--- src/rtl/umc_pkg.sv ---
// package for the modem control and status block: register map, field
// positions, reset values and the structs that carry the modem lines.
// assumes a 32-bit apb master and a uart core that supplies the serial
// datapath, the line error pulses and the other two interrupt requests.
package umc_pkg;

    // apb geometry
    localparam int UMC_ADDR_W = 12;
    localparam int UMC_DATA_W = 32;

    // register byte offsets
    localparam logic [11:0] UMC_OFF_MODEM_CONTROL = 12'h000;
    localparam logic [11:0] UMC_OFF_MODEM_STATUS = 12'h004;
    localparam logic [11:0] UMC_OFF_LINE_STATUS = 12'h008;
    localparam logic [11:0] UMC_OFF_INT_ENABLES = 12'h00c;
    localparam logic [11:0] UMC_OFF_INT_IDENT = 12'h010;

    // modem control fields
    localparam int UMC_MC_DTR = 0;
    localparam int UMC_MC_RTS = 1;
    localparam int UMC_MC_USER_OUTPUT_ONE = 2;
    localparam int UMC_MC_USER_OUTPUT_TWO = 3;
    localparam int UMC_MC_LOOP = 4;
    localparam int UMC_MC_W = 5;
    localparam logic [4:0] UMC_MC_RESET = 5'h00;

    // interrupt enable fields
    localparam int UMC_IE_RDA = 0;
    localparam int UMC_IE_THRE = 1;
    localparam int UMC_IE_RLS = 2;
    localparam int UMC_IE_MODEM = 3;
    localparam logic [3:0] UMC_IE_RESET = 4'h0;

    // interrupt identification codes, bit 0 low means pending
    localparam logic [7:0] UMC_II_NONE = 8'h01;
    localparam logic [7:0] UMC_II_RLS = 8'h06;
    localparam logic [7:0] UMC_II_RDA = 8'h04;
    localparam logic [7:0] UMC_II_THRE = 8'h02;
    localparam logic [7:0] UMC_II_MODEM = 8'h00;

    // synchroniser reset level: pins idle high
    localparam logic [3:0] UMC_PIN_IDLE = 4'hf;

    // four modem inputs, order matches status bits 4..7
    typedef struct packed {
        logic dcd;
        logic ri;
        logic dsr;
        logic cts;
    } umc_modem_in_t;

    // four modem outputs, order matches control bits 0..3
    typedef struct packed {
        logic user_output_two;
        logic user_output_one;
        logic rts;
        logic dtr;
    } umc_modem_out_t;

    // flags raised by the receiver for the line status register
    typedef struct packed {
        logic brk;
        logic framing;
        logic parity;
        logic overrun;
    } umc_line_err_t;

endpackage : umc_pkg

--- src/rtl/umc_modem_ctrl.sv ---
// modem control and modem status logic of a uart, with apb registers,
// loopback steering of the serial path and the interrupt identification.
// assumes modem pins already meet clk_i timing apart from metastability,
// and line error events arrive as one-cycle pulses from the receiver.
//
// Function
// - control bits 0-3 drive outputs inverted
// - modem control register readable and writable
// - control bits 5-7 always read zero
// - loopback holds serial out marking, ignores input
// - loopback feeds transmitter output into receiver
// - loopback replaces modem inputs with control bits
// - loopback maps rts-cts, dtr-dsr, user_output_one-ri, user_output_two-dcd
// - loopback drives all modem outputs high
// - loopback interrupts work, modem source from control
// - status layout: four flags, then four states
// - state bits are inverted pin levels
// - cts, dsr, dcd change sets flag
// - ring flag only on pin rising
// - status read clears flags, keeps states
// - state bits track pins regardless of masks
// - change during read: lost if set
// - no flag setting during status read
// - set flag recurring in read clears
// - modem change gives priority four interrupt
`timescale 1ns/100ps
module umc_modem_ctrl (
    // clock and reset
    input wire logic clk_i,
    input wire logic sys_rst_i,
    // apb slave
    input wire logic psel_i,
    input wire logic penable_i,
    input wire logic pwrite_i,
    input wire logic [umc_pkg::UMC_ADDR_W-1:0] paddr_i,
    input wire logic [umc_pkg::UMC_DATA_W-1:0] pwdata_i,
    input wire logic [3:0] pstrb_i,
    output logic [umc_pkg::UMC_DATA_W-1:0] prdata_o,
    output logic pready_o,
    output logic pslverr_o,
    // modem pins, active low
    input wire umc_pkg::umc_modem_in_t modem_in_n_i,
    output umc_pkg::umc_modem_out_t modem_out_n_o,
    // serial path
    input wire logic tx_shift_out_i,
    input wire logic serial_in_pin_i,
    output logic serial_out_pin_o,
    output logic rx_shift_in_o,
    // receiver and transmitter status
    input wire umc_pkg::umc_line_err_t line_err_pulse_i,
    input wire logic data_ready_i,
    input wire logic thr_empty_i,
    input wire logic tx_empty_i,
    input wire logic rda_request_i,
    input wire logic thre_request_i,
    // interrupt
    output logic interrupt_request_out_o
);
    import umc_pkg::*;

    // sticky flag update shared by both status registers: while a read of
    // the register runs nothing is set, events are held and resolved at the
    // read's end, where a flag already shown to software drops instead
    function automatic logic [3:0] umc_flag_next(
        input logic [3:0] flag,
        input logic [3:0] hold,
        input logic [3:0] ev,
        input logic busy,
        input logic done
    );
        logic [3:0] res;
        res = flag | ev;
        if (done) begin
            res = ~flag & (hold | ev);
        end else if (busy) begin
            res = flag;
        end
        return res;
    endfunction : umc_flag_next

    function automatic logic [3:0] umc_hold_next(
        input logic [3:0] hold,
        input logic [3:0] ev,
        input logic busy,
        input logic done
    );
        logic [3:0] res;
        res = 4'h0;
        if (busy && !done) begin
            res = hold | ev;
        end
        return res;
    endfunction : umc_hold_next

    logic [UMC_MC_W-1:0] modem_control_reg;
    logic [3:0] int_enables_reg;
    logic [3:0] pin_meta_reg;
    logic [3:0] pin_sync_reg;
    logic [3:0] state_prev_reg;
    logic [3:0] modem_flag_reg;
    logic [3:0] modem_hold_reg;
    logic [3:0] line_flag_reg;
    logic [3:0] line_hold_reg;
    logic [UMC_DATA_W-1:0] rdata_reg;
    logic interrupt_reg;
    logic [3:0] modem_out_n_reg;
    logic serial_out_reg;
    logic rx_in_reg;

    logic loop_on;
    logic addr_hit;
    logic setup_ph;
    logic access_ph;
    logic wr_ctl;
    logic wr_ie;
    logic msr_busy;
    logic msr_done;
    logic lsr_busy;
    logic lsr_done;
    logic [3:0] state_now;
    logic [3:0] modem_ev;
    logic [7:0] modem_status;
    logic [7:0] line_status;
    logic [7:0] int_ident;
    logic [UMC_DATA_W-1:0] rdata_next;

    assign loop_on = modem_control_reg[UMC_MC_LOOP];
    assign setup_ph = psel_i && !penable_i;
    assign access_ph = psel_i && penable_i;

    assign addr_hit = (paddr_i == UMC_OFF_MODEM_CONTROL) ||
                      (paddr_i == UMC_OFF_MODEM_STATUS) ||
                      (paddr_i == UMC_OFF_LINE_STATUS) ||
                      (paddr_i == UMC_OFF_INT_ENABLES) ||
                      (paddr_i == UMC_OFF_INT_IDENT);

    // slave always ready: every access phase completes in one cycle
    assign pready_o = 1'b1;
    assign pslverr_o = access_ph && !addr_hit;
    assign prdata_o = rdata_reg;

    assign wr_ctl = access_ph && pwrite_i && pstrb_i[0] &&
                    (paddr_i == UMC_OFF_MODEM_CONTROL);
    assign wr_ie = access_ph && pwrite_i && pstrb_i[0] &&
                   (paddr_i == UMC_OFF_INT_ENABLES);

    assign msr_busy = psel_i && !pwrite_i && (paddr_i == UMC_OFF_MODEM_STATUS);
    assign msr_done = msr_busy && penable_i;
    assign lsr_busy = psel_i && !pwrite_i && (paddr_i == UMC_OFF_LINE_STATUS);
    assign lsr_done = lsr_busy && penable_i;

    always_ff @(posedge clk_i or posedge sys_rst_i) begin
        if (sys_rst_i) begin
            modem_control_reg <= UMC_MC_RESET;
        end else if (wr_ctl) begin
            modem_control_reg <= pwdata_i[UMC_MC_W-1:0];
        end
    end

    always_ff @(posedge clk_i or posedge sys_rst_i) begin
        if (sys_rst_i) begin
            int_enables_reg <= UMC_IE_RESET;
        end else if (wr_ie) begin
            int_enables_reg <= pwdata_i[3:0];
        end
    end

    always_ff @(posedge clk_i or posedge sys_rst_i) begin
        if (sys_rst_i) begin
            pin_meta_reg <= UMC_PIN_IDLE;
            pin_sync_reg <= UMC_PIN_IDLE;
        end else begin
            pin_meta_reg <= modem_in_n_i;
            pin_sync_reg <= pin_meta_reg;
        end
    end

    // state order is cts, dsr, ri, dcd in bits 0..3
    always_comb begin
        state_now = ~pin_sync_reg;
        if (loop_on) begin
            state_now[0] = modem_control_reg[UMC_MC_RTS];
            state_now[1] = modem_control_reg[UMC_MC_DTR];
            state_now[2] = modem_control_reg[UMC_MC_USER_OUTPUT_ONE];
            state_now[3] = modem_control_reg[UMC_MC_USER_OUTPUT_TWO];
        end
    end

    // any change on cts, dsr, dcd
    assign modem_ev[0] = state_now[0] ^ state_prev_reg[0];
    assign modem_ev[1] = state_now[1] ^ state_prev_reg[1];
    assign modem_ev[3] = state_now[3] ^ state_prev_reg[3];
    // ring pin rising is state falling
    assign modem_ev[2] = state_prev_reg[2] && !state_now[2];

    always_ff @(posedge clk_i or posedge sys_rst_i) begin
        if (sys_rst_i) begin
            state_prev_reg <= 4'h0;
        end else begin
            state_prev_reg <= state_now;
        end
    end

    always_ff @(posedge clk_i or posedge sys_rst_i) begin
        if (sys_rst_i) begin
            modem_flag_reg <= 4'h0;
            modem_hold_reg <= 4'h0;
        end else begin
            modem_flag_reg <= umc_flag_next(modem_flag_reg, modem_hold_reg, modem_ev,
                                            msr_busy, msr_done);
            modem_hold_reg <= umc_hold_next(modem_hold_reg, modem_ev, msr_busy, msr_done);
        end
    end

    // line error flags, same read discipline
    always_ff @(posedge clk_i or posedge sys_rst_i) begin
        if (sys_rst_i) begin
            line_flag_reg <= 4'h0;
            line_hold_reg <= 4'h0;
        end else begin
            line_flag_reg <= umc_flag_next(line_flag_reg, line_hold_reg, line_err_pulse_i,
                                           lsr_busy, lsr_done);
            line_hold_reg <= umc_hold_next(line_hold_reg, line_err_pulse_i, lsr_busy,
                                           lsr_done);
        end
    end

    assign modem_status = {state_now, modem_flag_reg};
    assign line_status = {1'b0, tx_empty_i, thr_empty_i, line_flag_reg, data_ready_i};

    always_comb begin
        int_ident = UMC_II_NONE;
        if (int_enables_reg[UMC_IE_RLS] && (|line_flag_reg)) begin
            int_ident = UMC_II_RLS;
        end else if (int_enables_reg[UMC_IE_RDA] && rda_request_i) begin
            int_ident = UMC_II_RDA;
        end else if (int_enables_reg[UMC_IE_THRE] && thre_request_i) begin
            int_ident = UMC_II_THRE;
        end else if (int_enables_reg[UMC_IE_MODEM] && (|modem_flag_reg)) begin
            int_ident = UMC_II_MODEM;
        end
    end

    always_ff @(posedge clk_i or posedge sys_rst_i) begin
        if (sys_rst_i) begin
            interrupt_reg <= 1'b0;
        end else begin
            interrupt_reg <= !int_ident[0];
        end
    end
    assign interrupt_request_out_o = interrupt_reg;

    // read data is captured in the setup cycle so the value returned is the
    // one the flag logic later clears
    always_comb begin
        rdata_next = '0;
        case (paddr_i)
            UMC_OFF_MODEM_CONTROL: rdata_next[UMC_MC_W-1:0] = modem_control_reg;
            UMC_OFF_MODEM_STATUS: rdata_next[7:0] = modem_status;
            UMC_OFF_LINE_STATUS: rdata_next[7:0] = line_status;
            UMC_OFF_INT_ENABLES: rdata_next[3:0] = int_enables_reg;
            UMC_OFF_INT_IDENT: rdata_next[7:0] = int_ident;
            default: rdata_next = '0;
        endcase
    end

    always_ff @(posedge clk_i or posedge sys_rst_i) begin
        if (sys_rst_i) begin
            rdata_reg <= '0;
        end else if (setup_ph && !pwrite_i) begin
            rdata_reg <= rdata_next;
        end
    end

    // pin drivers registered; they follow a control write by one cycle
    always_ff @(posedge clk_i or posedge sys_rst_i) begin
        if (sys_rst_i) begin
            modem_out_n_reg <= 4'hf;
        end else if (loop_on) begin
            modem_out_n_reg <= 4'hf;
        end else begin
            modem_out_n_reg <= ~modem_control_reg[3:0];
        end
    end
    assign modem_out_n_o = modem_out_n_reg;

    always_ff @(posedge clk_i or posedge sys_rst_i) begin
        if (sys_rst_i) begin
            serial_out_reg <= 1'b1;
            rx_in_reg <= 1'b1;
        end else if (loop_on) begin
            serial_out_reg <= 1'b1;
            rx_in_reg <= tx_shift_out_i;
        end else begin
            serial_out_reg <= tx_shift_out_i;
            rx_in_reg <= serial_in_pin_i;
        end
    end
    assign serial_out_pin_o = serial_out_reg;
    assign rx_shift_in_o = rx_in_reg;

endmodule : umc_modem_ctrl

--- config.mk ---
export PLATFORM = sky130hd
export DESIGN_NAME = umc_modem_ctrl
export DESIGN_NICKNAME = d
export VERILOG_FILES = /design/src/rtl/umc_pkg.sv /design/src/rtl/umc_modem_ctrl.sv
export SDC_FILE = /design/constraint.sdc
export NUM_CORES = 1
export LEC_CHECK = 0
export BUFFER_PORTS_ARGS = -buffer_cell sky130_fd_sc_hd__buf_2
export CAP_MARGIN = 20
export CORE_ASPECT_RATIO = 1.1
export CORE_MARGIN = 4
export CORE_UTILIZATION = 52
export DETAILED_ROUTE_END_ITERATION = 10
export PLACE_DENSITY = 0.95
export RECOVER_POWER = 100
export SETUP_SLACK_MARGIN = 0.5
export SYNTH_ARGS = -nofsm -noshare
export SYNTH_HDL_FRONTEND = slang
export SYNTH_SLANG_ARGS = --single-unit
--- constraint.sdc ---
create_clock -name clk_i -period 2.41 [get_ports clk_i]
set_input_delay 0.3615 -clock clk_i [delete_from_list [all_inputs] [get_ports clk_i]]
set_output_delay 0.3615 -clock clk_i [all_outputs]
set_load 0.01 [all_outputs]
==> results of run 1 <==
[cells by family after synthesis]
logic type	count (synthesis)	synth area share
AO/OA/AOI/OAI	35	0.0938
flip-flops	52	0.499
XOR/XNOR	4	0.0133
buffers and inverters	38	0.0928
AND/OR/NAND/NOR	86	0.207
other	2	0.00284
multiplexers	16	0.0914
[area by class of cell]
class | count | area [µm²] | area share
clock buffers | 6 | 72.6 | 0.0246
clock inverters | 2 | 38.8 | 0.0132
inverters | 7 | 26.3 | 0.00891
multi-input cells | 166 | 1140 | 0.387
flip-flops and latches | 52 | 1320 | 0.447
well taps | 56 | 70.1 | 0.0238
repair buffers | 60 | 282 | 0.0955
[cell usage after synthesis, types with 2 or more instances]
cell type	count	area [µm²]
o21a_1	6	45.0
nor3b_1	2	15.0
o31a_1	2	17.5
nand2_1	12	45.0
conb_1	2	7.51
nor2_1	10	37.5
nand2b_1	11	68.8
nand3_1	6	30.0
a211oi_1	2	15.0
nor3_1	9	45.0
clkbuf_1	3	11.3
mux4_2	4	90.1
o41ai_1	2	17.5
o31ai_1	4	30.0
mux2i_1	2	20.0
buf_4	25	188
o21ai_0	3	15.0
dfrtp_1	38	951
nor4b_1	3	26.3
or4_4	2	22.5
a221oi_1	3	26.3
nor4_4	2	42.5
nor2b_1	5	31.3
or3b_2	2	17.5
a21oi_1	6	30.0
and2_1	6	37.5
or2_2	2	12.5
inv_1	7	26.3
nand4_1	3	18.8
a31oi_1	2	12.5
mux2_2	5	56.3
a22oi_1	4	30.0
and3_1	3	18.8
dfstp_2	14	368
mux2_4	5	75.1
xnor2_1	4	35.0
[per-layer routing]
layer	track usage	part of all wire	vias up
met5	0	0	-
li1	-	-	899
met4	0.0925	0.021	0
met3	0.0369	0.067	11
met2	0.313	0.50	74
met1	0.227	0.41	935
[worst paths after layout]
check                      slack, ns                 start  cells past startpoint              endpoint
setup / recovery                0.31            paddr_i[7]                      5  modem_control_reg[4]
hold / removal                  0.14       modem_in_n_i[2]                      1       pin_meta_reg[2]
setup reg to reg                0.77  modem_control_reg[4]                      4           prdata_o[6]
hold reg to reg                 0.36       pin_meta_reg[0]                      0       pin_sync_reg[0]
max in group asynchronous       1.01             sys_rst_i                      3    int_enables_reg[3]
min in group asynchronous       0.33             sys_rst_i                      2      line_flag_reg[0]
[timing repair]
action,in CTS,in global routing
resized for setup,3,1
pin swaps,2,0
setup buffers,0,0
endpoints found under the setup margin,1,1
gates cloned,0,0
[power by group through the flow]
stage | Sequential [µW] | Combinational, µW | Clock [µW]
finish | 922 | 182 | 607
global route | 926 | 203 | 646
CTS | 921 | 191 | 614
detailed placement | 937 | 189 | 0
global placement | 936 | 184 | 0
floorplan | 942 | 132 | 0
[metrics by stage]
stage | cell area, µm² | total power [µW]
floorplan | 2730 | 1070
global placement | 2900 | 1120
detailed placement | 2900 | 1130
CTS | 3030 | 1730
global route | 2950 | 1770
finish | 2950 | 1710
[worst max-delay path, stage by stage]
cell and delay (ns):
buf_2 0.10, nor4_1 0.66, nand3_2 0.22, or4_4 0.59, mux2_1 0.36
==> impl_metrics.py, run 1 <==
metrics = {
    "clock_network": {
        "cts_made_buffers": 5,
        "path_clk_slew_ns": 0.09,
        "post_cts_hold_buffer_count": 0,
        "root_buffer": "clkbuf_8",
        "clockBufferDepth": 2,
        "insertion_delay_ns": 0.31,
        "cts.sinks": 52,
        "ctsHtreeMaxLevel": 2,
        "cts_tree": "done",
    },
    "sta": {
        "hold_viol_final": 0,
        "rsz0062_at_grt": "false",
        "finalSetupViolCount": 0,
        "timing.final.ws_setup_ns": 0.312,
        "worstMarginPinSlew_ns": 1.13,
        "max_slew_margin": 0.247,
        "totalNegativeSetupSlack_ns": 0,
        "min_period_ns": 2.10,
        "hold_ws_ns": 0.141,
        "period_share": 0.870,
        "finalMaxSlewViolations": 0,
        "fmax_mhz": 477,
        "clock_skew_ns": 0.00419,
    },
    "placement": {
        "place_ws_ns": 0.329,
        "gp_congestion": 0.919,
        "dp.cells": 341,
        "numPortBuffers": 53,
        "detailed_place_hpwl_um": 4320,
    },
    "route": {
        "via_per_inst": 5.50,
        "postRouteAntennaNets": 0,
        "wl_um": 5660,
        "drc": 0,
        "first_pass_iters": 4,
        "wl_per_cell_um": 16.2,
        "drt_iter0_markers": 133,
        "via_count": 1919,
    },
    "global_route": {
        "grt_use_total": 0.185,
        "grt_pass1_wl_um": 9090,
        "grt_antenna_before_repair": 0,
        "grt-ovfl-total": 0,
        "grt_max_degree": 32,
        "grt_pass1_vias": 1860,
    },
    "critical_path": {
        "critPathLaunchType": "input pin",
        "endpoint_kind": "register",
        "path_class": "in2reg",
        "crit_required_ns": 2.60,
        "worstPathArrival_ns": 2.29,
        "cp_max_fo": 5,
    },
    "pwr": {
        "vdd_ir_drop_max_mv": 0.408,
        "intPower_uw": 1290,
        "power_frac_clock": 0.355,
        "p_leak_uw": 0.00131,
        "p_seq_frac": 0.539,
        "pwr-share-comb": 0.106,
        "swShare": 0.246,
        "p_sw_uw": 421,
        "power_density_nw_per_um2": 580,
    },
    "run_status": {
        "status": "finished, final reports clean",
    },
    "floorplanning": {
        "dieArea_um2": 6290,
        "coreArea_um2": 4780,
        "initial_utilization": 0.553,
        "row_count": 26,
        "die_h_um": 82.8,
        "die_w_um": 76.0,
        "ios": 109,
    },
    "yosys": {
        "syn_avg_cell_area_um2": 11.3,
        "synthArstFlopShare": 1.00,
        "yosysSeqAreaShare": 0.499,
        "synth_ff_type": "dfrtp_1",
        "ys_seq_elements": 52,
        "netlist_instances": 233,
        "yosys_warnings": 0,
        "synth_edf_count": 0,
        "syn_area_um2": 2640,
        "synth_cell_types": 48,
    },
    "finish": {
        "diodes": 0,
        "drive_above_1_share": 0.280,
        "final_cell_mix": "38 x dfrtp_1, 36 x buf_2, 25 x conb_1, 22 x clkbuf_1, 14 x dfstp_2",
        "stdcell_count": 349,
        "syn_to_final_growth_pct": 11.6,
        "largest_reg_flops": 8,
        "fill_cells": 392,
        "num-nets-final": 360,
        "fin_util": 0.616,
        "final_common_cell": "dfrtp_1",
    },
    "min_path": {
        "hold_class": "in2reg",
    },
    "flow_run": {
        "drv_cap": 0,
    },
}
Power figures use the tool's default switching activity.
==> inputs of run 2 (changes only) <==
--- a/config.mk
+++ b/config.mk
@@ -11,7 +11,7 @@
 export CORE_MARGIN = 4
 export CORE_UTILIZATION = 52
 export DETAILED_ROUTE_END_ITERATION = 10
-export PLACE_DENSITY = 0.95
+export PLACE_DENSITY = 0.86
 export RECOVER_POWER = 100
 export SETUP_SLACK_MARGIN = 0.5
 export SYNTH_ARGS = -nofsm -noshare
==> run 2 against run 1 <==
  * Critical path depth stayed put
  * Wire length is 0.97% lower
  * Largest cell class unchanged
  * Sequential power hardly changed
  * Worst setup slack better by 0.12 ns
  * Die area stayed put
  * Count of clock-buffer cells in the layout stayed put
  * Design area hardly changed
  * Core utilization is 0.052 points lower
  * Total power is 5.0% lower
  * Clock power is 14% lower
  * Hold slack worse by 0.035 ns
  * Clock skew is 0.00061 ns higher
  * Critical path type unchanged
==> impl_metrics.py, run 2 (synthesis results as in run 1) <==
metrics = {
    "global_route": {
        "grt_pass1_vias": 1930,
        "grt_antenna_before_repair": 0,
        "grt_max_degree": 37,
        "grt_pass1_wl_um": 9200,
        "grt_use_total": 0.184,
        "grt-ovfl-total": 0,
    },
    "sta": {
        "finalSetupViolCount": 0,
        "period_share": 0.822,
        "timing.final.ws_setup_ns": 0.430,
        "hold_viol_final": 0,
        "worstMarginPinSlew_ns": 0.878,
        "clock_skew_ns": 0.00480,
        "min_period_ns": 1.98,
        "max_slew_margin": 0.415,
        "fmax_mhz": 505,
        "rsz0062_at_grt": "false",
        "finalMaxSlewViolations": 0,
        "hold_ws_ns": 0.106,
        "totalNegativeSetupSlack_ns": 0,
    },
    "critical_path": {
        "cp_max_fo": 13,
        "crit_chain": "clkbuf_1 -> or3b_2 -> nor4_4 -> and2_1 -> nor2b_1",
        "regToRegSetupSlack_ns": 0.71,
        "critPathLaunchType": "input pin",
        "r2r-start": "modem_control_reg[4]",
        "worstPathArrival_ns": 2.22,
        "path_class": "in2reg",
        "max_stage_delay_ns": 0.53,
        "cp_top_family": "simple AND/OR/NAND/NOR gates",
        "endpoint_kind": "register",
        "worst_path_max_delay_cell": "or3b_2",
        "critPathLaunch": "paddr_i[2]",
        "reg2regPathDepth": 4,
        "rr_endpoint": "prdata_o[6]",
        "crit_required_ns": 2.65,
        "path_buf_inv": 1,
    },
    "floorplanning": {
        "ios": 109,
        "die_w_um": 76.0,
        "row_count": 26,
        "initial_utilization": 0.553,
        "coreArea_um2": 4780,
        "die_h_um": 82.8,
        "dieArea_um2": 6290,
    },
    "route": {
        "via_per_inst": 5.53,
        "drt_iter0_markers": 145,
        "postRouteAntennaNets": 0,
        "first_pass_iters": 4,
        "wl_um": 5600,
        "via_count": 1931,
        "drc": 0,
        "wl_per_cell_um": 16.1,
    },
    "pwr": {
        "power_density_nw_per_um2": 552,
        "p_leak_uw": 0.00131,
        "intPower_uw": 1210,
        "swShare": 0.256,
        "p_seq_frac": 0.567,
        "vdd_ir_drop_max_mv": 0.373,
        "p_sw_uw": 416,
        "power_frac_clock": 0.322,
        "pwr-share-comb": 0.111,
    },
    "finish": {
        "largest_reg_flops": 8,
        "num-nets-final": 360,
        "final_common_cell": "dfrtp_1",
        "fill_cells": 413,
        "diodes": 0,
        "final_cell_mix": "38 x dfrtp_1, 35 x buf_2, 25 x conb_1, 20 x clkbuf_1, 14 x dfstp_2",
        "syn_to_final_growth_pct": 11.5,
        "fin_util": 0.616,
        "drive_above_1_share": 0.280,
    },
    "clock_network": {
        "ctsHtreeMaxLevel": 2,
        "clockBufferDepth": 2,
        "cts_tree": "done",
        "insertion_delay_ns": 0.31,
        "root_buffer": "clkbuf_8",
        "post_cts_hold_buffer_count": 0,
        "cts.sinks": 52,
        "path_clk_slew_ns": 0.09,
        "cts_made_buffers": 5,
    },
    "placement": {
        "gp_congestion": 0.847,
        "detailed_place_hpwl_um": 4290,
        "numPortBuffers": 53,
        "place_ws_ns": 0.298,
    },
    "run_status": {
        "status": "finished, final reports clean",
    },
    "min_path": {
        "hold_class": "in2async",
    },
    "flow_run": {
        "drv_cap": 0,
    },
}
## run 2: how the worst max path moves through the flow
stage | endpoint | slack (ns) | depth (start not counted)
2_1_floorplan | pslverr_o | 0.53 | 3
3_5_place_dp | modem_hold_reg[2] | 0.30 | 5
5_1_grt | modem_hold_reg[2] | 0.27 | 5
6_report | modem_hold_reg[2] | 0.43 | 5
3_3_place_gp | modem_hold_reg[3] | 0.33 | 5
4_1_cts | pslverr_o | 0.58 | 5
## run 2: metal layers
metal	wire length, µm	global-route usage	up-vias
li1	-	-	901
met1	2250	0.235	950
met2	2930	0.316	68
met3	323	0.0336	12
met4	99	0.0676	0
met5	0	0	-
## run 2: cell type report
cell class	count	area (µm²)	area share
clock buffers	6	82.6	0.0280
repair buffers	60	285	0.0969
flip-flops and latches	52	1320	0.448
multi-input cells	166	1150	0.390
well taps	56	70.1	0.0238
inverters	7	26.3	0.00892
clock inverters	2	13.8	0.00467
## run 2: timing repair
| action | CTS | global route |
|---|---|---|
| endpoints found under the hold margin | 0 | 0 |
| resized for setup | 3 | 1 |
| buffers inserted | 1 | 0 |
| endpoints found under the setup margin | 1 | 1 |
| pin swaps | 1 | 0 |
## run 2: power by group through the flow
stage	Combinational [µW]	Clock, µW	Sequential [µW]
after floorplan	132	0	942
after global placement	182	0	936
after detailed placement	186	0	938
after CTS	189	531	921
after global routing	204	573	925
final	180	523	922
## run 2: per-stage QoR
stage / std cells / instance area [µm²] / total power, µW
3_5_place_dp: 340 / 2890 / 1120
5_1_grt: 349 / 2950 / 1700
4_1_cts: 349 / 3010 / 1640
3_3_place_gp: 340 / 2890 / 1120
2_1_floorplan: 256 / 2730 / 1070
6_report: 349 / 2950 / 1630
==> inputs of run 3 (changes only) <==
--- a/config.mk
+++ b/config.mk
@@ -9,9 +9,9 @@
 export CAP_MARGIN = 20
 export CORE_ASPECT_RATIO = 1.1
 export CORE_MARGIN = 4
-export CORE_UTILIZATION = 52
+export CORE_UTILIZATION = 43
 export DETAILED_ROUTE_END_ITERATION = 10
-export PLACE_DENSITY = 0.86
+export PLACE_DENSITY = 0.76
 export RECOVER_POWER = 100
 export SETUP_SLACK_MARGIN = 0.5
 export SYNTH_ARGS = -nofsm -noshare
==> constraint.sdc (replaced) <==
create_clock -name clk_i -period 1.8 [get_ports clk_i]
set_input_delay 0.27 -clock clk_i [delete_from_list [all_inputs] [get_ports clk_i]]
set_output_delay 0.27 -clock clk_i [all_outputs]
set_load 0.01 [all_outputs]
==> run 3 against run 2 <==
  * Global-route usage decreased by 1.1 points
  * Sequential share of layout area down 5.3 points
  * Register-to-register slack got worse by 0.46 ns
  * Die area rose by 19%
  * Combinational power up 59%
  * Highest routed layer unchanged
==> impl_metrics.py, run 3 (synthesis results as in run 1) <==
metrics = {
    "critical_path": {
        "crit_required_ns": 1.53,
        "rr_endpoint": "prdata_o[6]",
        "cp_max_fo": 2,
        "path_class": "in2out",
        "endpoint_kind": "output port",
        "r2r-start": "modem_control_reg[4]",
        "worstPathArrival_ns": 1.37,
        "critPathLaunchType": "input pin",
        "regToRegSetupSlack_ns": 0.25,
        "reg2regPathDepth": 5,
    },
    "pwr": {
        "p_total_uw": 2160,
        "pwr-share-comb": 0.132,
        "p_sw_uw": 564,
        "power_density_nw_per_um2": 646,
        "p_leak_uw": 0.00146,
        "vdd_ir_drop_max_mv": 0.412,
        "intPower_uw": 1600,
        "power_frac_clock": 0.296,
        "p_seq_frac": 0.571,
        "swShare": 0.261,
    },
    "sta": {
        "worstMarginPinSlew_ns": 1.22,
        "totalNegativeSetupSlack_ns": 0,
        "max_slew_margin": 0.187,
        "timing.final.ws_setup_ns": 0.160,
        "finalMaxSlewViolations": 0,
        "hold_viol_final": 0,
        "finalSetupViolCount": 0,
        "period_share": 0.911,
        "min_period_ns": 1.64,
        "clock_skew_ns": 0.00466,
        "fmax_mhz": 610,
        "rsz0062_at_grt": "true",
    },
    "global_route": {
        "grt_max_degree": 53,
        "grt-ovfl-total": 0,
        "grt_use_total": 0.173,
        "grt_antenna_before_repair": 0,
        "grt_pass1_wl_um": 9830,
        "grt_pass1_vias": 1987,
    },
    "finish": {
        "multi_input_area_um2": 1300,
        "drive_above_1_share": 0.397,
        "fill_cells": 519,
        "num-nets-final": 388,
        "regArea_um2": 1320,
        "largest_reg_flops": 8,
        "design_area_um2": 3340,
        "final_common_cell": "dfrtp_1",
        "stdcell_count": 397,
        "diodes": 0,
        "syn_to_final_growth_pct": 26.6,
        "final_cell_mix": "38 x dfrtp_1, 31 x buf_2, 25 x conb_1, 25 x clkbuf_1, 20 x buf_4",
    },
    "route": {
        "wl_um": 6230,
        "via_count": 2009,
        "drc": 0,
        "wl_per_cell_um": 15.7,
        "drt_iter0_markers": 117,
        "first_pass_iters": 4,
        "postRouteAntennaNets": 0,
        "via_per_inst": 5.06,
    },
    "clock_network": {
        "root_buffer": "clkbuf_8",
        "cts_made_buffers": 5,
        "ctsHtreeMaxLevel": 2,
        "cts_tree": "done",
        "path_clk_slew_ns": 0.09,
        "insertion_delay_ns": 0.31,
        "clockBufferDepth": 2,
        "cts.sinks": 52,
    },
    "run_status": {
        "status": "finished, final reports clean",
    },
    "placement": {
        "numPortBuffers": 53,
        "detailed_place_hpwl_um": 4280,
        "dp.cells": 372,
        "gp_congestion": 0.814,
        "placed_area_um2": 3080,
        "place_ws_ns": -0.0139,
    },
    "min_path": {
        "min_from": "modem_in_n_i[0]",
        "hold_class": "in2reg",
        "hold_end": "pin_meta_reg[0]",
        "holdPathStages": 1,
    },
    "floorplanning": {
        "ios": 109,
        "die_h_um": 90.2,
        "coreArea_um2": 5880,
        "initial_utilization": 0.450,
        "dieArea_um2": 7470,
        "row_count": 29,
        "die_w_um": 82.7,
    },
    "flow_run": {
        "drv_cap": 0,
    },
}
==> run 3: final cells by class <==
class	instances	share of cell area
sequential	52	0.394
tap	77	0.0288
timing repair buffer	88	0.155
clock inverter	2	0.00374
clock buffer	5	0.0206
multi-input combinational	166	0.390
inverter	7	0.00823
==> run 3: critical path: stages <==
cell and delay [ns]:
buf_6 0.09, or4_1 0.60, nor4_4 0.22, nor3_2 0.06, buf_2 0.14
==> run 3: stage by stage <==
step,utilization,hold slack [ns]
final,0.569,0.0358
after global routing,0.569,0.0241
after CTS,0.572,0.0234
after detailed placement,0.523,0.347
after global placement,0.523,0.346
after floorplan,-,0.274
==> run 3: metal layers <==
layer,share of wire,GRT usage,up-vias
li1,-,-,962
met1,0.40,0.220,979
met2,0.53,0.282,62
met3,0.056,0.0390,6
met4,0.012,0.0668,0
met5,0,0,-
==> run 3: power groups by stage <==
stage	logic (µW)	registers (µW)	clock network [µW]
floorplan	185	1260	0
global placement	272	1250	0
detailed placement	277	1250	0
CTS	295	1230	655
global route	319	1240	714
finish	286	1240	640
==> run 3: what timing repair did <==
item,4_1_cts,5_1_grt
pin swaps,13,13
endpoints found under the setup margin,32,34
resized for setup,24,23
buffers inserted,13,5
hold buffers,0,0
==> run 3: worst max path at each step <==
stage | slack, ns | cells past startpoint | startpoint | end
6_report | 0.16 | 5 | paddr_i[10] | pslverr_o
5_1_grt | 0.09 | 8 | paddr_i[8] | line_flag_reg[2]
4_1_cts | 0.18 | 6 | paddr_i[0] | pslverr_o
3_5_place_dp | -0.01 | 7 | paddr_i[1] | int_enables_reg[3]
3_3_place_gp | 0.003 | 5 | paddr_i[1] | modem_control_reg[2]
2_1_floorplan | 0.11 | 5 | paddr_i[8] | modem_control_reg[0]
